<file path="src/verilog/usb_ep_ctrl_pkg.sv">
// Package: register map, reset values and response codes of the endpoint control block
package usb_ep_ctrl_pkg;

  // ==========================================================================
  // Register indices (byte address is four times the index)
  localparam logic [9:0] IDX_DESC_ADDR_HIGH  = 10'h0120;
  localparam logic [9:0] IDX_DESC_ADDR_LOW   = 10'h0121;
  localparam logic [9:0] IDX_DESC_COUNT_HIGH = 10'h0122;
  localparam logic [9:0] IDX_DESC_COUNT_LOW  = 10'h0123;
  localparam logic [9:0] IDX_DMA_FIFO_CTRL   = 10'h0126;
  localparam logic [9:0] IDX_IN_EN_HIGH      = 10'h0128;
  localparam logic [9:0] IDX_IN_EN_LOW       = 10'h0129;
  localparam logic [9:0] IDX_OUT_EN_HIGH     = 10'h012A;
  localparam logic [9:0] IDX_OUT_EN_LOW      = 10'h012B;
  localparam logic [9:0] IDX_IN_ISO_HIGH     = 10'h012C;
  localparam logic [9:0] IDX_IN_ISO_LOW      = 10'h012D;
  localparam logic [9:0] IDX_OUT_ISO_HIGH    = 10'h012E;
  localparam logic [9:0] IDX_OUT_ISO_LOW     = 10'h012F;

  // ==========================================================================
  // Field layout
  localparam int DESC_ADDR_W       = 13;
  localparam int DESC_COUNT_W      = 10;
  localparam int BIT_FIFO_RUNNING  = 7;
  localparam int BIT_AUTO_SHORT    = 6;
  localparam int NUM_EP            = 15;

  // ==========================================================================
  // Reset values
  localparam logic [12:0] RST_DESC_ADDR  = 13'h0000;
  localparam logic [9:0]  RST_DESC_COUNT = 10'h0000;
  localparam logic [15:1] RST_EP_ENABLE  = 15'h0000;
  localparam logic [7:0]  RST_BYTE       = 8'h00;

  // ==========================================================================
  // Token kinds and answers
  typedef enum logic [1:0] {TOK_IN, TOK_OUT, TOK_PING, TOK_OTHER} token_kind_t;
  typedef enum logic [1:0] {RESP_NORMAL, RESP_NAK, RESP_ZERO_LEN, RESP_SILENT} resp_kind_t;

endpackage

</file>
<file path="src/verilog/token_resp_if.sv">
// Interface: token decision signals between the control block and the responder
`timescale 1ns/1ns
interface token_resp_if;
  import usb_ep_ctrl_pkg::*;
  logic        tokenValid;
  token_kind_t tokenKind;
  logic [3:0]  tokenEp;
  logic        hsMode;
  logic [15:1] inEnable;
  logic [15:1] outEnable;
  logic [15:1] inIso;
  logic [15:1] outIso;
  logic [15:1] joined;
  logic        respValid;
  resp_kind_t  respKind;

  modport ctrl (output tokenValid, tokenKind, tokenEp, hsMode, inEnable, outEnable,
                output inIso, outIso, joined, input respValid, respKind);
  modport responder (input tokenValid, tokenKind, tokenEp, hsMode, inEnable, outEnable,
                     input inIso, outIso, joined, output respValid, respKind);
endinterface

</file>
<file path="src/verilog/token_responder.sv">
// Responder: answers every token; special answers only for enabled endpoints that have no FIFO area joined
`timescale 1ns/1ns
module token_responder
  import usb_ep_ctrl_pkg::*;
(
  input  wire logic        clk,
  input  wire logic        srst,
  token_resp_if.responder  tok
);

  typedef struct packed {
    logic       respValid;
    resp_kind_t respKind;
  } state_t;

  state_t stateReg;
  state_t stateNext;

  // ==========================================================================
  // Decision
  always_comb begin
    logic epIn;
    logic epOut;
    logic unjoined;
    epIn      = 1'b0;
    epOut     = 1'b0;
    unjoined  = 1'b0;
    stateNext = stateReg;
    stateNext.respValid = tok.tokenValid;
    stateNext.respKind  = RESP_NORMAL;
    if (tok.tokenEp != 4'h0) begin
      epIn     = tok.inEnable[tok.tokenEp];
      epOut    = tok.outEnable[tok.tokenEp];
      unjoined = !tok.joined[tok.tokenEp];
    end
    if (tok.tokenValid && unjoined) begin
      case (tok.tokenKind)
        TOK_IN: begin
          if (epIn) begin
            stateNext.respKind = tok.inIso[tok.tokenEp] ? RESP_ZERO_LEN
                                                        : RESP_NAK;
          end
        end
        TOK_OUT: begin
          if (epOut) begin
            stateNext.respKind = tok.outIso[tok.tokenEp] ? RESP_SILENT
                                                         : RESP_NAK;
          end
        end
        TOK_PING: begin
          if (epOut && tok.hsMode) begin
            stateNext.respKind = RESP_NAK;
          end
        end
        default: begin
          stateNext.respKind = RESP_NORMAL;
        end
      endcase
    end
  end

  always_ff @(posedge clk) begin
    if (srst) begin
      stateReg <= '{respValid: 1'b0, respKind: RESP_NORMAL};
    end else begin
      stateReg <= stateNext;
    end
  end

  assign tok.respValid = stateReg.respValid;
  assign tok.respKind  = stateReg.respKind;

endmodule // token_responder

</file>
<file path="src/verilog/usb_device_endpoint_enable_ctrl.sv">
// Device endpoint control: descriptor counter, DMA FIFO status and endpoint enables
//
// Notes on behaviour
// - Descriptor byte count is 10 bits over two registers, any value accepted.
// - Each finished EP0 IN during reply lowers the count by bytes sent, down to zero.
// - FIFO-running sets on DMA start, clears when FIFO empties after DMA done.
// - Auto arm sets short-packet enable on odd leftover below max packet.
// - Auto arm also acts when the DMA endpoint is an IN endpoint.
// - IN enable bits for endpoints 1..15; low bit 0 reserved; 1 enables.
// - OUT enable bits use the same layout and encoding.
// - Special answers only for enabled endpoints without a joined FIFO area.
// - IN to such iso endpoint gets a zero-length packet.
// - IN to such non-iso endpoint gets NAK.
// - OUT to such iso endpoint: data dropped, no handshake.
// - OUT to such non-iso endpoint gets NAK.
// - PING at high speed to such endpoint gets NAK.
// - Descriptor start address is 13 bits, advanced by bytes sent per EP0 IN during reply.
`timescale 1ns/1ns
module usb_device_endpoint_enable_ctrl
  import usb_ep_ctrl_pkg::*;
#(
  parameter int ADDR_W  = 12,
  parameter int FIFO_W  = 13,
  parameter int PKT_W   = 11
) (
  input  wire logic                    clk,
  input  wire logic                    srst,
  // Avalon-MM slave
  input  wire logic [ADDR_W-1:0]       address,
  input  wire logic                    read,
  input  wire logic                    write,
  input  wire logic [31:0]             writedata,
  input  wire logic [3:0]              byteenable,
  output logic      [31:0]             readdata,
  output logic                         waitrequest,
  // Descriptor reply progress
  input  wire logic                    descReplyActive,
  input  wire logic                    ep0InDone,
  input  wire logic [9:0]              ep0InBytes,
  // DMA and FIFO status
  input  wire logic                    dmaStart,
  input  wire logic                    dmaDone,
  input  wire logic                    fifoEmpty,
  input  wire logic [FIFO_W-1:0]       fifoRemain,
  input  wire logic [PKT_W-1:0]        maxPacketSize,
  input  wire logic [3:0]              dmaEndpoint,
  output logic                         shortPacketSet,
  output logic      [3:0]              shortPacketEp,
  // Token path
  input  wire logic                    hsMode,
  input  wire logic [15:1]             endpointJoined,
  input  wire logic                    tokenValid,
  input  wire token_kind_t             tokenKind,
  input  wire logic [3:0]              tokenEp,
  output logic                         respValid,
  output resp_kind_t                   respKind,
  // State views
  output logic [DESC_ADDR_W-1:0]       descStartAddress,
  output logic [DESC_COUNT_W-1:0]      descByteCount,
  output logic [15:1]                  inEnable,
  output logic [15:1]                  outEnable
);

  typedef struct packed {
    logic                    ack;
    logic [7:0]              readByte;
    logic [DESC_ADDR_W-1:0]  descAddr;
    logic [DESC_COUNT_W-1:0] descCount;
    logic [7:0]              countLowShadow;
    logic                    shadowValid;
    logic                    fifoRunning;
    logic                    dmaFinished;
    logic                    autoShort;
    logic                    shortSet;
    logic [3:0]              shortEp;
    logic [15:1]             inEn;
    logic [15:1]             outEn;
    logic [15:1]             inIso;
    logic [15:1]             outIso;
  } state_t;

  state_t stateReg;
  state_t stateNext;

  logic       request;
  logic       aligned;
  logic [9:0] regIndex;
  logic       wrAccept;
  logic [7:0] wrByte;

  token_resp_if tok ();

  // ==========================================================================
  // Bus decode
  assign request     = read | write;
  assign aligned     = (address[1:0] == 2'b00);
  assign regIndex    = aligned ? 10'(address[ADDR_W-1:2]) : 10'h0000;
  assign waitrequest = request & ~stateReg.ack;
  assign wrAccept    = write & stateReg.ack & byteenable[0];
  assign wrByte      = writedata[7:0];

  // ==========================================================================
  // Read value of one register
  function automatic logic [7:0] read_value(input state_t s, input logic [9:0] idx);
    logic [7:0] v;
    v = RST_BYTE;
    case (idx)
      IDX_DESC_ADDR_HIGH:  v = {3'b000, s.descAddr[12:8]};
      IDX_DESC_ADDR_LOW:   v = s.descAddr[7:0];
      IDX_DESC_COUNT_HIGH: v = {6'b00_0000, s.descCount[9:8]};
      IDX_DESC_COUNT_LOW:  v = s.shadowValid ? s.countLowShadow : s.descCount[7:0];
      IDX_DMA_FIFO_CTRL:   v = {s.fifoRunning, s.autoShort, 6'b00_0000};
      IDX_IN_EN_HIGH:      v = s.inEn[15:8];
      IDX_IN_EN_LOW:       v = {s.inEn[7:1], 1'b0};
      IDX_OUT_EN_HIGH:     v = s.outEn[15:8];
      IDX_OUT_EN_LOW:      v = {s.outEn[7:1], 1'b0};
      IDX_IN_ISO_HIGH:     v = s.inIso[15:8];
      IDX_IN_ISO_LOW:      v = {s.inIso[7:1], 1'b0};
      IDX_OUT_ISO_HIGH:    v = s.outIso[15:8];
      IDX_OUT_ISO_LOW:     v = {s.outIso[7:1], 1'b0};
      default:             v = RST_BYTE;
    endcase
    return v;
  endfunction

  // ==========================================================================
  // Next state
  always_comb begin
    stateNext = stateReg;
    stateNext.ack      = request & ~stateReg.ack;
    stateNext.shortSet = 1'b0;

    // Read data prepared one cycle ahead of the accepting edge
    if (read && !stateReg.ack) begin
      stateNext.readByte = read_value(stateReg, regIndex);
      if (regIndex == IDX_DESC_COUNT_HIGH) begin
        stateNext.countLowShadow = stateReg.descCount[7:0];
        stateNext.shadowValid    = 1'b1;
      end
    end
    if (read && stateReg.ack && regIndex == IDX_DESC_COUNT_LOW) begin
      stateNext.shadowValid = 1'b0;
    end

    // Register writes
    if (wrAccept) begin
      case (regIndex)
        IDX_DESC_ADDR_HIGH:  stateNext.descAddr[12:8] = wrByte[4:0];
        IDX_DESC_ADDR_LOW:   stateNext.descAddr[7:0]  = wrByte;
        IDX_DESC_COUNT_HIGH: stateNext.descCount[9:8] = wrByte[1:0];
        IDX_DESC_COUNT_LOW:  stateNext.descCount[7:0] = wrByte;
        IDX_DMA_FIFO_CTRL:   stateNext.autoShort = wrByte[BIT_AUTO_SHORT];
        IDX_IN_EN_HIGH:      stateNext.inEn[15:8]  = wrByte;
        IDX_IN_EN_LOW:       stateNext.inEn[7:1]   = wrByte[7:1];
        IDX_OUT_EN_HIGH:     stateNext.outEn[15:8] = wrByte;
        IDX_OUT_EN_LOW:      stateNext.outEn[7:1]  = wrByte[7:1];
        IDX_IN_ISO_HIGH:     stateNext.inIso[15:8]  = wrByte;
        IDX_IN_ISO_LOW:      stateNext.inIso[7:1]   = wrByte[7:1];
        IDX_OUT_ISO_HIGH:    stateNext.outIso[15:8] = wrByte;
        IDX_OUT_ISO_LOW:     stateNext.outIso[7:1]  = wrByte[7:1];
        default:             stateNext.inEn = stateNext.inEn;
      endcase
    end

    // Descriptor reply progress; hardware update wins over a same-cycle write
    if (descReplyActive && ep0InDone) begin
      stateNext.descAddr = DESC_ADDR_W'(stateReg.descAddr + {3'b000, ep0InBytes});
      if (stateReg.descCount > ep0InBytes) begin
        stateNext.descCount = stateReg.descCount - ep0InBytes;
      end else begin
        stateNext.descCount = RST_DESC_COUNT;
      end
    end

    // FIFO running flag; a start wins over the emptied clear, a same-cycle completion only sets dmaFinished again
    if (stateReg.fifoRunning && stateReg.dmaFinished && fifoEmpty) begin
      stateNext.fifoRunning = 1'b0;
      stateNext.dmaFinished = 1'b0;
    end
    if (dmaDone) begin
      stateNext.dmaFinished = 1'b1;
    end
    if (dmaStart) begin
      stateNext.fifoRunning = 1'b1;
      stateNext.dmaFinished = 1'b0;
    end

    // Automatic short packet arming, direction not considered
    if (dmaDone && stateReg.autoShort && fifoRemain[0]
        && (FIFO_W'(maxPacketSize) > fifoRemain)) begin
      stateNext.shortSet = 1'b1;
      stateNext.shortEp  = dmaEndpoint;
    end
  end

  // ==========================================================================
  // State register
  always_ff @(posedge clk) begin
    if (srst) begin
      stateReg.ack            <= 1'b0;
      stateReg.readByte       <= RST_BYTE;
      stateReg.descAddr       <= RST_DESC_ADDR;
      stateReg.descCount      <= RST_DESC_COUNT;
      stateReg.countLowShadow <= RST_BYTE;
      stateReg.shadowValid    <= 1'b0;
      stateReg.fifoRunning    <= 1'b0;
      stateReg.dmaFinished    <= 1'b0;
      stateReg.autoShort      <= 1'b0;
      stateReg.shortSet       <= 1'b0;
      stateReg.shortEp        <= 4'h0;
      stateReg.inEn           <= RST_EP_ENABLE;
      stateReg.outEn          <= RST_EP_ENABLE;
      stateReg.inIso          <= RST_EP_ENABLE;
      stateReg.outIso         <= RST_EP_ENABLE;
    end else begin
      stateReg <= stateNext;
    end
  end

  // ==========================================================================
  // Token responder
  assign tok.tokenValid = tokenValid;
  assign tok.tokenKind  = tokenKind;
  assign tok.tokenEp    = tokenEp;
  assign tok.hsMode     = hsMode;
  assign tok.inEnable   = stateReg.inEn;
  assign tok.outEnable  = stateReg.outEn;
  assign tok.inIso      = stateReg.inIso;
  assign tok.outIso     = stateReg.outIso;
  assign tok.joined     = endpointJoined;

  token_responder u_responder (
    .clk  (clk),
    .srst (srst),
    .tok  (tok.responder)
  );

  // ==========================================================================
  // Outputs
  assign readdata         = {24'h00_0000, stateReg.readByte};
  assign respValid        = tok.respValid;
  assign respKind         = tok.respKind;
  assign shortPacketSet   = stateReg.shortSet;
  assign shortPacketEp    = stateReg.shortEp;
  assign descStartAddress = stateReg.descAddr;
  assign descByteCount    = stateReg.descCount;
  assign inEnable         = stateReg.inEn;
  assign outEnable        = stateReg.outEn;

endmodule // usb_device_endpoint_enable_ctrl

</file>
<file path="config.mk">
export PLATFORM = sky130hd
export DESIGN_NAME = usb_device_endpoint_enable_ctrl
export DESIGN_NICKNAME = d
export VERILOG_FILES = /design/src/verilog/usb_ep_ctrl_pkg.sv /design/src/verilog/token_resp_if.sv /design/src/verilog/token_responder.sv /design/src/verilog/usb_device_endpoint_enable_ctrl.sv
export SDC_FILE = /design/constraint.sdc
export NUM_CORES = 1
export LEC_CHECK = 0
export BUFFER_PORTS_ARGS = -buffer_cell sky130_fd_sc_hd__buf_2
export CORE_ASPECT_RATIO = 0.9
export CORE_MARGIN = 10
export CORE_UTILIZATION = 33
export DETAILED_ROUTE_END_ITERATION = 6
export PLACE_DENSITY = 0.58
export SLEW_MARGIN = 20
export SYNTH_ARGS = -nofsm -noshare
export SYNTH_HDL_FRONTEND = slang
export SYNTH_SLANG_ARGS = --single-unit
</file>
<file path="constraint.sdc">
create_clock -name clk -period 3.25 [get_ports clk]
set_clock_uncertainty 0.2 [all_clocks]
set_input_delay 0.4875 -clock clk [delete_from_list [all_inputs] [get_ports clk]]
set_output_delay 0.4875 -clock clk [all_outputs]
set_load 0.03 [all_outputs]
</file>
# Yosys cells after proc, flatten, opt, wreduce, memory -nomap -nowiden

Index checks and enable logic that the tools add are counted.

Add/subtract/negate cells: 2
Muxes and demuxes: 33
Order comparisons: 3
Eq/ne operators: 15
Reductions and logical operators: 40
Bitwise gates (word level): 6

Operators with widths:

| cell                                                                          | count |
|---|---|
| 10-bit by 9-bit equality test with 1-bit output (second input constant)       | 13 |
| 8-bit one-hot mux with 13 select lines                                        | 1 |
| 23-bit 2-to-1 mux                                                             | 2 |
| 2-bit AND reduction                                                           | 14 |
| 8-bit 2-to-1 mux                                                              | 3 |
| 1-bit binary-select mux with 4-bit select                                     | 5 |
| 10-bit 2-to-1 mux                                                             | 2 |
| 2-bit 2-to-1 mux                                                              | 7 |
| 2-bit nonzero test                                                            | 7 |
| 13-bit by 10-bit adder with 13-bit output                                     | 1 |
| 11-bit by 13-bit greater-than comparator with 1-bit output                    | 1 |
| 1-bit logical AND                                                             | 11 |
| 10-bit greater-than comparator                                                | 1 |
| 1-bit 2-to-1 mux                                                              | 10 |
| 5-bit 2-to-1 mux                                                              | 2 |
| 10-bit subtractor                                                             | 1 |
| 2-bit one-hot mux with 3 select lines                                         | 1 |
| 2-bit OR reduction                                                            | 3 |
| 4-bit by 5-bit less-than comparator with 1-bit output (second input constant) | 1 |
| 2-bit zero test                                                               | 2 |
| 4-bit nonzero test                                                            | 1 |
| 1-bit AND                                                                     | 3 |
| 2-bit by 1-bit equality test with 1-bit output (second input constant)        | 1 |
| 2-bit equality test (second input constant)                                   | 1 |
| other kinds (3)                                                               | 5 |

Output and inout bits: 94
Word-level logic and storage cells: 122
Input bits: 118
Flip-flop bits (word level): 112

# Longest topological paths before layout

Gate-level depths: netlist (run 1).

Word-level depth: 7
Depth in mapped cells: 10

# Modules after synthesis

A second synthesis (run 1) with hierarchy kept.

Cell total of the unflattened synthesis: 927
Area total of the unflattened synthesis: 7,968.9 µm²

By module, submodules not included:

| module                          | area each (µm²) | times used | cells an instance | sequential area each (µm²) |
|---|---|---|---|---|
| usb_device_endpoint_enable_ctrl | 7,040.5         | 1          | 837               | 2,182.1 |
| token_responder                 | 928.4           | 1          | 90                | 60.1 |

# Worst setup path before layout (run 1)

No wires, ideal clock.

Path kind: in2reg
Start: input port ep0InBytes[0]
End: register stateReg (netlist bit descByteCount[0])
Data required time: 2,905 ps
Slack: 783 ps
Arrival time: 2,122 ps
Cell stages on the path: 9
Cells stage by stage: ha_1 inv_1 fa_1 a211oi_1 nor2_1 o221ai_1 a21oi_1 a221oi_1 a211oi_1

Word-level cells in the longest chain between the ends: 3
Elaborated cells between the ends (all ways): 4

Ends and longest elaborated chain:

| item                                                                       | RTL line                                                                       | text |
|---|---|---|
| start: declaration                                                         | usb_device_endpoint_enable_ctrl.sv:39                                          | `input wire logic [9:0] ep0InBytes,` |
| 10-bit subtractor / 10-bit greater-than comparator (equally long branches) | usb_device_endpoint_enable_ctrl.sv:169, usb_device_endpoint_enable_ctrl.sv:168 |  |
| 10-bit 2-to-1 mux (*)                                                      | usb_device_endpoint_enable_ctrl.sv:168                                         | `if (stateReg.descCount > ep0InBytes) begin` |
| 23-bit 2-to-1 mux (*)                                                      | usb_device_endpoint_enable_ctrl.sv:166                                         | `if (descReplyActive && ep0InDone) begin` |
| end signal: assignment                                                     | usb_device_endpoint_enable_ctrl.sv:216                                         | `stateReg <= stateNext;` |
| end: declaration                                                           | usb_device_endpoint_enable_ctrl.sv:82                                          | `state_t stateReg;` |

Every way passes the cells marked *; elsewhere a longest branch is shown, timed or not.
A chain may end at the register's enable or synchronous reset.

# Worst setup path in the final report (run 1)

Start: register stateReg (netlist bit descByteCount[0])
End: register stateReg (netlist bit descByteCount[8])

Word-level cells in the longest chain between the ends: 3
Elaborated cells between the ends (all ways): 4

Ends and longest elaborated chain:

| item                                                                       | RTL line |
|---|---|
| 10-bit subtractor / 10-bit greater-than comparator (equally long branches) | usb_device_endpoint_enable_ctrl.sv:169, usb_device_endpoint_enable_ctrl.sv:168 |
| 10-bit 2-to-1 mux (*)                                                      | usb_device_endpoint_enable_ctrl.sv:168 |
| 23-bit 2-to-1 mux (*)                                                      | usb_device_endpoint_enable_ctrl.sv:166 |

Marked as above.

==> metrics.md, run 1 <==
| Metric | Value |
|---|---|
| Status | `finished, final reports clean` |
| Cell count after synthesis | `964` |
| Via count | `7412` |
| Final core utilization | `37.1%` |
| First-pass GRT wire length | `43.5 mm` |
| Max-cap violations | `0` |
| Post-Route WL | `28.7 mm` |
| Post-synth cell types | `76` |
| Hold Path End | `stateReg[66]` |
| Grt ovf | `0` |
| Crit path max-delay cell type | `fa_1` |
| Critical setup path kind | `flip-flop to flip-flop` |
| CP max FO | `10` |
| Die height | `166 µm` |
| Largest cells by area after synthesis | `dfxtp_1, buf_4, nand2_1` |
| Clk Latency, worst-skew pair | `370 ps` |
| Die W | `183 µm` |
| Largest net degree at the start of global routing | `48` |
| Yosys top cell area share | `28.6%` |
| Worst stage delay on the critical path | `420 ps` |
| Yosys warning total | `0` |
| Most frequent cell after synthesis | `nand2_1` |
| CTS clk-pin slew, worst paths | `80 ps` |
| TritonCTS buffer count | `9` |
| FF/Latch Area | `2240 µm²` |
| Vias in the first global route | `7108` |
| Post-DRT Antenna Nets | `0` |
| # H-tree levels | `3` |
| Startpoint Class | `flip-flop` |
| Hold path startpoint | `dmaStart` |
| CP most frequent cell | `inv_1` |
| Crit share post-route | `84.3%` |
| Gr usage total | `18.2%` |
| Post-CTS Setup Bufs | `0` |
| RSZ-0062 raised after global routing | `false` |
| Detailed Routing Iterations Pass 1 | `6` |
| Int Power | `0.00220 W` |
| Mapped Area | `7840 µm²` |
| Io pins | `212` |
| Initial antenna violation count | `3` |
| Multi-input logic area | `4680 µm²` |
| Critical path cell sequence | `inv_1, ha_1, inv_1, fa_1, a211oi_1, nor2_1, o221ai_1, a21oi_1, a221oi_1, nor3_1` |
| Core area | `23400 µm²` |
| Port Buffer Count | `160` |
| Drt drc | `0` |
| Layout cells sized above 1 | `23.3%` |
| Post-synth top cells | `nand2_1, dfxtp_1, buf_4` |
| Die area | `30300 µm²` |
| P_leak | `3.43 nW` |
| Hold Violations, Final | `0` |
| Part of the Yosys area used for sequential elements | `28.6%` |
| Net Sw Power | `0.000963 W` |
| First-iteration detailed-routing DRC count | `747` |
| Per-cell routed wire length | `21.3 µm` |
| Post_cts resized | `0` |
| PwrDens | `364 nW/µm²` |
| Worst Path Buf+Inv | `2` |
| Seq cells post-synth | `112` |
| Vias per inst | `5.51` |
| CTS root buffer | `clkbuf_16` |
| Fillers | `2466` |
| Initial Utilization | `33.5%` |
| Hold/Removal Path Class | `input pin to flip-flop` |
| Worst reg2reg startpoint | `descByteCount[0]` |
| Clk network pwr share | `35.9%` |
| Clk buf depth | `2` |
| R2r setup slk | `510 ps` |
| Kind of cell adding the most delay to the critical path | `compound AO/OA/AOI/OAI gates` |
| Worst hold path depth | `2` |
| Main synth FF type | `dfxtp_1` |
| Worst EP arrival | `2770 ps` |
| Worst vdd ir | `214 µV` |
| Worst R2R End | `descByteCount[8]` |
| Reg2reg path depth | `10` |
| F_max | `365 MHz` |
| Final setup viols | `0` |
| Worst-margin pin slew | `864 ps` |
| TNS Setup | `0 ps` |
| Clock sink total | `112` |
| GPL Wtd Cong | `0.919` |
| CP endpoint kind | `flip-flop` |
| Post-CTS Hold Buffers | `0` |
| Top cell type by total area after synthesis | `dfxtp_1` |
| Num rows | `53` |
| Asr flop ratio synth | `0%` |
| Sw Share | `30.4%` |
| EDFF count, synth | `0` |
| Max Slew Vio Count | `0` |
| CTS tree | `built` |
| Avg Cell Area, Syn | `8.14 µm²` |
| Register share of total power | `45.1%` |
| Worst slew margin | `42.1%` |
| DPL Wire Length | `21.8 mm` |
| Comb pwr share | `19.0%` |
| Req. time, crit path | `3280 ps` |
| Fin nets | `1188` |
| P&R area growth vs syn | `10.7%` |
| Minimum clock period after layout | `2740 ps` |
-- metrics by stage --
step	instances	area [µm²]	power (W)	hold slack [ps]	setup slack [ps]
after global placement	1328	8390	0.00205	235	391
after floorplan	987	7930	0.00189	228	783
final	1345	8680	0.00316	99.0	510
after global routing	1343	8680	0.00329	96.2	224
after CTS	1343	8680	0.00318	88.2	548
after detailed placement	1328	8390	0.00205	246	370
-- placed cells by master, fill, tap and decap left out, drive strengths merged, types with 4 or more instances in the layout --
master / count
a221oi: 24
a21o: 5
or3: 7
mux4: 16
ha: 31
a211oi: 21
nand2: 157
inv: 32
mux2i: 46
nand4: 4
and3: 5
and2: 6
conb: 24
xor2: 5
xnor2: 9
nor3: 37
buf: 183
nand2b: 7
a31oi: 9
nor2: 62
nand3: 16
o22ai: 8
o21ai: 29
clkbuf: 11
o31ai: 5
nor2b: 10
a21oi: 74
mux2: 11
dfxtp: 112
a22oi: 17
-- power groups by stage --
stage          logic (W)  registers [W]  clock network (W)
6_report        0.000602        0.00143            0.00114
5_1_grt         0.000658        0.00143            0.00120
4_1_cts         0.000597        0.00143            0.00115
3_5_place_dp    0.000595        0.00146                  0
3_3_place_gp    0.000591        0.00146                  0
2_1_floorplan   0.000451        0.00144                  0
-- worst max-delay path by stage --
stage,start,depth (start not counted),endpoint,slack (ps)
after floorplan,ep0InBytes[0],9,descByteCount[0],780
after global placement,ep0InBytes[0],10,descByteCount[0],390
after detailed placement,ep0InBytes[0],10,descByteCount[0],370
after CTS,descByteCount[0],10,descByteCount[0],550
after global routing,descByteCount[0],10,descByteCount[0],220
final,descByteCount[0],10,descByteCount[8],510
-- worst reg2reg max path: cells and delay by family (launching register included) --
family                     cells  cell delay, ps
AOI/OAI and AO/OA              4            1110
adders and majority gates      2             590
DFF                            1             330
and+or+nand+nor                2             220
buffers and inverters          2             150
-- final cells by class --
| class | instances | area share, % |
|---|---|---|
| clock buffer | 11 | 2.68 |
| timing repair buffer | 183 | 11.2 |
| sequential | 112 | 25.8 |
| tap | 302 | 4.35 |
| antenna | 2 | 0.0577 |
| inverter | 31 | 1.34 |
| clock inverter | 4 | 0.620 |
| multi-input combinational | 700 | 53.9 |
-- layer usage --
metal  vias up  track usage [%]  wire [µm]
li1       3504                -          -
met5         -                0         13
met3        40             5.51       2800
met1      3511             24.8      12900
met4         2             4.74        531
met2       355             27.2      12400
-- kinds of logic (layout without fill, tap and decap cells) --
kind of cell / after synthesis / in the layout / share of synthesized area, %
AND/OR/NAND/NOR: 327 / 327 / 20.0
AO/OA/AOI/OAI: 229 / 229 / 19.5
buffers and inverters: 175 / 229 / 12.9
flip-flops: 112 / 112 / 28.6
multiplexers: 73 / 73 / 12.0
adder cells (fa/ha/maj): 33 / 33 / 5.46
XOR/XNOR: 14 / 14 / 1.56
other: 1 / 26 / 0.0478
-- flip-flops by register name (all words and copies together) (netlist names), 8 cells and up --
| signal | count |
|---|---|
| tok.inIso | 15 |
| inEnable | 15 |
| descByteCount | 10 |
| tok.outIso | 15 |
| stateReg | 13 |
| readdata | 8 |
| descStartAddress | 13 |
| outEnable | 15 |
Power figures use the tool's default switching activity.
==> inputs of run 2 (changes only) <==
--- a/config.mk
+++ b/config.mk
@@ -10,7 +10,7 @@
 export CORE_MARGIN = 10
 export CORE_UTILIZATION = 33
 export DETAILED_ROUTE_END_ITERATION = 6
-export PLACE_DENSITY = 0.58
+export PLACE_DENSITY = 0.6
 export SLEW_MARGIN = 20
 export SYNTH_ARGS = -nofsm -noshare
 export SYNTH_HDL_FRONTEND = slang
==> constraint.sdc (replaced) <==
create_clock -name clk -period 2.3 [get_ports clk]
set_clock_uncertainty 0.2 [all_clocks]
set_input_delay 0.345 -clock clk [delete_from_list [all_inputs] [get_ports clk]]
set_output_delay 0.345 -clock clk [all_outputs]
set_load 0.03 [all_outputs]
==> run 2 against run 1 <==
  * The flow now finishes with violations (setup timing)
  * Clock power grew 56%
  * Global-route usage rose by 0.72 points
  * Largest power group unchanged
  * Final area is 13% higher
  * Critical path depth decreased by 2
  * Wire length increased by 4.8%
  * Via count rose by 5.7%
  * Final cell count is 8.0% higher
==> metrics.md, run 2 (synthesis gave the netlist of run 1 again) <==
| Metric | Value |
|---|---|
| PwrDens | `495 nW/µm²` |
| P&R area growth vs syn | `25.3%` |
| R2r setup slk | `-90 ps` |
| Minimum clock period after layout | `2390 ps` |
| CP max FO | `5` |
| TNS Setup | `-653 ps` |
| Initial antenna violation count | `1` |
| Critical setup path kind | `flip-flop to flip-flop` |
| Gr usage total | `18.9%` |
| Worst hold path depth | `3` |
| Port Buffer Count | `160` |
| Most frequent cells in the layout | `buf_2, nand2_1, buf_4` |
| Worst vdd ir | `298 µV` |
| Worst R2R End | `descByteCount[0]` |
| Hold Path End | `shortPacketEp[3]` |
| Post-DRT Antenna Nets | `0` |
| Status | `finished, violations left` |
| Worst-margin pin slew | `812 ps` |
| Drt drc | `0` |
| Max Slew Vio Count | `0` |
| F_max | `418 MHz` |
| Largest net degree at the start of global routing | `59` |
| Vias per inst | `5.39` |
| Final instance area | `9820 µm²` |
| First-pass GRT wire length | `45.3 mm` |
| Worst EP arrival | `2410 ps` |
| Die area | `30300 µm²` |
| GPL Wtd Cong | `0.914` |
| Die W | `183 µm` |
| Vias in the first global route | `7789` |
| Kind of cell adding the most delay to the critical path | `compound AO/OA/AOI/OAI gates` |
| Hold Violations, Final | `0` |
| # H-tree levels | `3` |
| P_leak | `4.06 nW` |
| CTS clk-pin slew, worst paths | `80 ps` |
| Clock sink total | `112` |
| Commonest non-fill, non-tap cell in the layout | `buf_2` |
| Initial Utilization | `33.5%` |
| Final setup margin | `-93.1 ps` |
| Worst Path Buf+Inv | `1` |
| Failing checks | `setup timing` |
| Core area | `23400 µm²` |
| Worst reg2reg startpoint | `descByteCount[6]` |
| Num rows | `53` |
| TritonCTS buffer count | `9` |
| Layout cells sized above 1 | `33.5%` |
| CTS tree | `built` |
| Per-cell routed wire length | `20.7 µm` |
| Detailed Routing Iterations Pass 1 | `5` |
| Startpoint Class | `flip-flop` |
| Reg2reg path depth | `8` |
| Hold/Removal Path Class | `input pin to flip-flop` |
| Hold Worst Slack | `19.4 ps` |
| Fin nets | `1295` |
| DPL Wire Length | `23.1 mm` |
| Worst stage delay on the critical path | `640 ps` |
| Worst slew margin | `45.5%` |
| DP Worst Slack | `-268 ps` |
| CP most frequent cell | `a211oi_1` |
| Req. time, crit path | `2310 ps` |
| Clk Latency, worst-skew pair | `370 ps` |
| Io pins | `212` |
| Fillers | `2377` |
| Die height | `166 µm` |
| Crit share post-route | `104%` |
| Critical path cell sequence | `ha_1, buf_4, a21oi_1, nor2_1, a211oi_1, a21oi_4, a221oi_2, a211oi_1` |
| Post-Route WL | `30.1 mm` |
| Final setup viols | `10` |
| CTS root buffer | `clkbuf_16` |
| Crit path max-delay cell type | `a211oi_1` |
| CP endpoint kind | `flip-flop` |
| Grt ovf | `0` |
| RSZ-0062 raised after global routing | `true` |
| Via count | `7832` |
| Hold path startpoint | `dmaEndpoint[3]` |
| First-iteration detailed-routing DRC count | `722` |
| Clk buf depth | `2` |
| Placed cell area | `9260 µm²` |
| Max-cap violations | `0` |
run 2: cell types whose count changed in the layout (fill, tap and decap cells not counted), moves of 3 or more:
cell / before / now
a211oi_2: 0 / 6
a221oi_2: 1 / 10
a211oi_1: 21 / 15
a2111oi_0: 3 / 0
buf_12: 0 / 8
a221oi_1: 23 / 14
buf_4: 24 / 120
run 2: metal layers:
metal / vias to the layer above / wire, µm / global-route usage (%)
li1: 3710 / - / -
met1: 3704 / 13600 / 25.9
met3: 44 / 2720 / 5.31
met2: 374 / 13000 / 27.9
met4: 0 / 744 / 6.12
met5: - / 0 / 0
run 2: how the worst max path moves through the flow:
stage | slack [ps] | from | endpoint | cells after the start
floorplan | 30 | descByteCount[0] | descByteCount[0] | 10
global placement | -210 | ep0InBytes[1] | descByteCount[5] | 10
detailed placement | -270 | ep0InBytes[1] | descByteCount[7] | 10
CTS | -80 | descByteCount[0] | descByteCount[2] | 10
global route | -160 | descByteCount[0] | descByteCount[4] | 11
finish | -90 | descByteCount[6] | descByteCount[0] | 8
run 2: final cells by class:
cell class                      instances  area, µm²  share of cell area, %
Multi-Input combinational cell        701       4880                   49.7
Sequential cell                       112       2240                   22.8
Antenna cell                            1       2.50                 0.0255
Clock buffer                            9        225                   2.29
Clock inverter                          7        101                   1.03
Timing Repair Buffer                  289       1880                   19.1
Inverter                               31        116                   1.18
Tap cell                              302        378                   3.85
run 2: what timing repair did:
item                                    in CTS  in global routing
hold buffers                                 1                  0
buffers inserted                             1                  2
endpoints found under the hold margin        1                  0
gates cloned                                 1                  0
pin swaps                                    8                 17
endpoints found under the setup margin      15                 16
resized for setup                           20                 21
run 2: metrics by stage:
step,total power (W),instances,utilization (%)
floorplan,0.00268,987,-
global placement,0.00304,1430,39.6
detailed placement,0.00305,1430,39.6
CTS,0.00484,1449,41.5
global route,0.00504,1451,42.0
finish,0.00487,1452,42.0
run 2: power by group:
part           internal, W  switching, W  leakage, nW
logic             0.000444      0.000648         3.00
clock network     0.000971      0.000810        0.158
registers          0.00197     0.0000271        0.907
total              0.00338       0.00149         4.06
run 2: worst min-delay path, stage by stage:
cell and delay, ps:
buf_2 100, nand2_1 50, mux2i_1 50
==> inputs of run 3 (changes only) <==
==> constraint.sdc (replaced) <==
create_clock -name clk -period 2 [get_ports clk]
set_clock_uncertainty 0.2 [all_clocks]
set_input_delay 0.3 -clock clk [delete_from_list [all_inputs] [get_ports clk]]
set_output_delay 0.3 -clock clk [all_outputs]
set_load 0.03 [all_outputs]
==> run 3 against run 2 <==
  * The flow still finishes with violations (setup timing)
  * Worst setup slack got worse by 230 ps
  * Final cell count increased by 4.2%
  * Wire length increased by 3.0%
  * Largest power group unchanged
  * Highest routed layer is now met5
==> metrics.md, run 3 (synthesis gave the netlist of run 1 again) <==
| Metric | Value |
|---|---|
| Final core utilization | `45.3%` |
| CP max FO | `5` |
| Grt ovf | `0` |
| Minimum clock period after layout | `2330 ps` |
| CTS clk-pin slew, worst paths | `80 ps` |
| Max-cap violations | `0` |
| Startpoint Class | `flip-flop` |
| Layout cells sized above 1 | `39.9%` |
| Clk buf depth | `2` |
| P_leak | `4.44 nW` |
| F_max | `430 MHz` |
| Fillers | `2311` |
| Post-DRT Antenna Nets | `0` |
| Final setup margin | `-327 ps` |
| Worst vdd ir | `343 µV` |
| Per-cell routed wire length | `20.5 µm` |
| TritonCTS buffer count | `9` |
| CTS tree | `built` |
| Gr usage total | `19.4%` |
| Layout Cells excl Fill | `1513` |
| # H-tree levels | `3` |
| PwrDens | `526 nW/µm²` |
| CP endpoint kind | `flip-flop` |
| Die area | `30300 µm²` |
| Initial Utilization | `33.5%` |
| P&R area growth vs syn | `35.1%` |
| Core area | `23400 µm²` |
| Post-Route WL | `31.0 mm` |
| CTS root buffer | `clkbuf_16` |
| Vias per inst | `5.36` |
| Worst slew margin | `56.8%` |
| First-iteration detailed-routing DRC count | `688` |
| Final setup viols | `19` |
| Commonest non-fill, non-tap cell in the layout | `buf_4` |
| GPL Wtd Cong | `0.960` |
| Crit share post-route | `116%` |
| Clock sink total | `112` |
| RSZ-0062 raised after global routing | `true` |
| DPL Wire Length | `23.7 mm` |
| Status | `finished, violations left` |
| Placed Instances | `1482` |
| Drt drc | `0` |
| Via count | `8103` |
| TNS Setup | `-3410 ps` |
| Critical setup path kind | `flip-flop to flip-flop` |
| Vias in the first global route | `7976` |
| Io pins | `212` |
| Fin nets | `1356` |
| DP Worst Slack | `-432 ps` |
| Max Slew Vio Count | `0` |
| First-pass GRT wire length | `46.6 mm` |
| Clk Latency, worst-skew pair | `370 ps` |
| Largest net degree at the start of global routing | `54` |
| Failing checks | `setup timing` |
| Die W | `183 µm` |
| Die height | `166 µm` |
| Initial antenna violation count | `2` |
| Port Buffer Count | `160` |
| Worst-margin pin slew | `645 ps` |
| Hold Violations, Final | `0` |
| Most frequent cells in the layout | `buf_4, buf_2, nand2_1` |
| Num rows | `53` |
| Final instance area | `10600 µm²` |
| Detailed Routing Iterations Pass 1 | `5` |
| Hold/Removal Path Class | `input pin to flip-flop` |
| Placed cell area | `9790 µm²` |
| Worst EP arrival | `2360 ps` |
| Req. time, crit path | `2030 ps` |
-- run 3: power breakdown --
| part | total, W | internal, W | switching (W) |
|---|---|---|---|
| sequential | 0.00229 | 0.00226 | 0.0000312 |
| combinational | 0.00137 | 0.000583 | 0.000788 |
| clock | 0.00191 | 0.000982 | 0.000928 |
| total | 0.00557 | 0.00383 | 0.00175 |
-- run 3: per-stage QoR --
stage | power (W) | hold WS [ps]
floorplan | 0.00310 | 179
global placement | 0.00359 | 237
detailed placement | 0.00359 | 242
CTS | 0.00553 | 22.8
global route | 0.00579 | 41.8
finish | 0.00557 | 19.2
-- run 3: worst paths after layout --
check	endpoint	from	cells past startpoint	slack, ps
worst min register to register	stateReg[73]	stateReg[73]	2	250
worst max register to register	descByteCount[6]	descByteCount[0]	10	-330
worst max-delay path	descByteCount[6]	descByteCount[0]	10	-330
worst min-delay path	stateReg[66]	dmaDone	3	20
-- run 3: worst max-delay path, stage by stage (launching register included) --
cell and delay, ps:
dfxtp_2 340, inv_2 80, ha_4 130, inv_2 30, fa_2 360, a211oi_4 240
nor2_2 90, o221ai_4 200, a21oi_2 160, a221oi_1 280, nor3_1 80
-- run 3: what timing repair did --
item,4_1_cts,5_1_grt
hold endpoints to repair,6,0
pin swaps,24,33
gates cloned,1,1
buffers inserted,6,3
hold buffers,5,0
endpoints found under the setup margin,25,66
gates resized for setup,45,37
-- run 3: cell type report --
class	instances	area [µm²]	area share, %
multi-input combinational	701	5140	48.5
sequential	112	2250	21.3
clock buffer	10	229	2.16
clock inverter	6	68.8	0.650
timing repair buffer	350	2400	22.7
antenna	1	2.50	0.0236
tap	302	378	3.57
inverter	31	116	1.10
-- run 3: routing by layer --
layer	share of wire, %	global-route usage [%]
met5	0.042	0
met1	44	25.7
met3	9.3	5.36
met2	45	30.0
met4	2.0	5.30
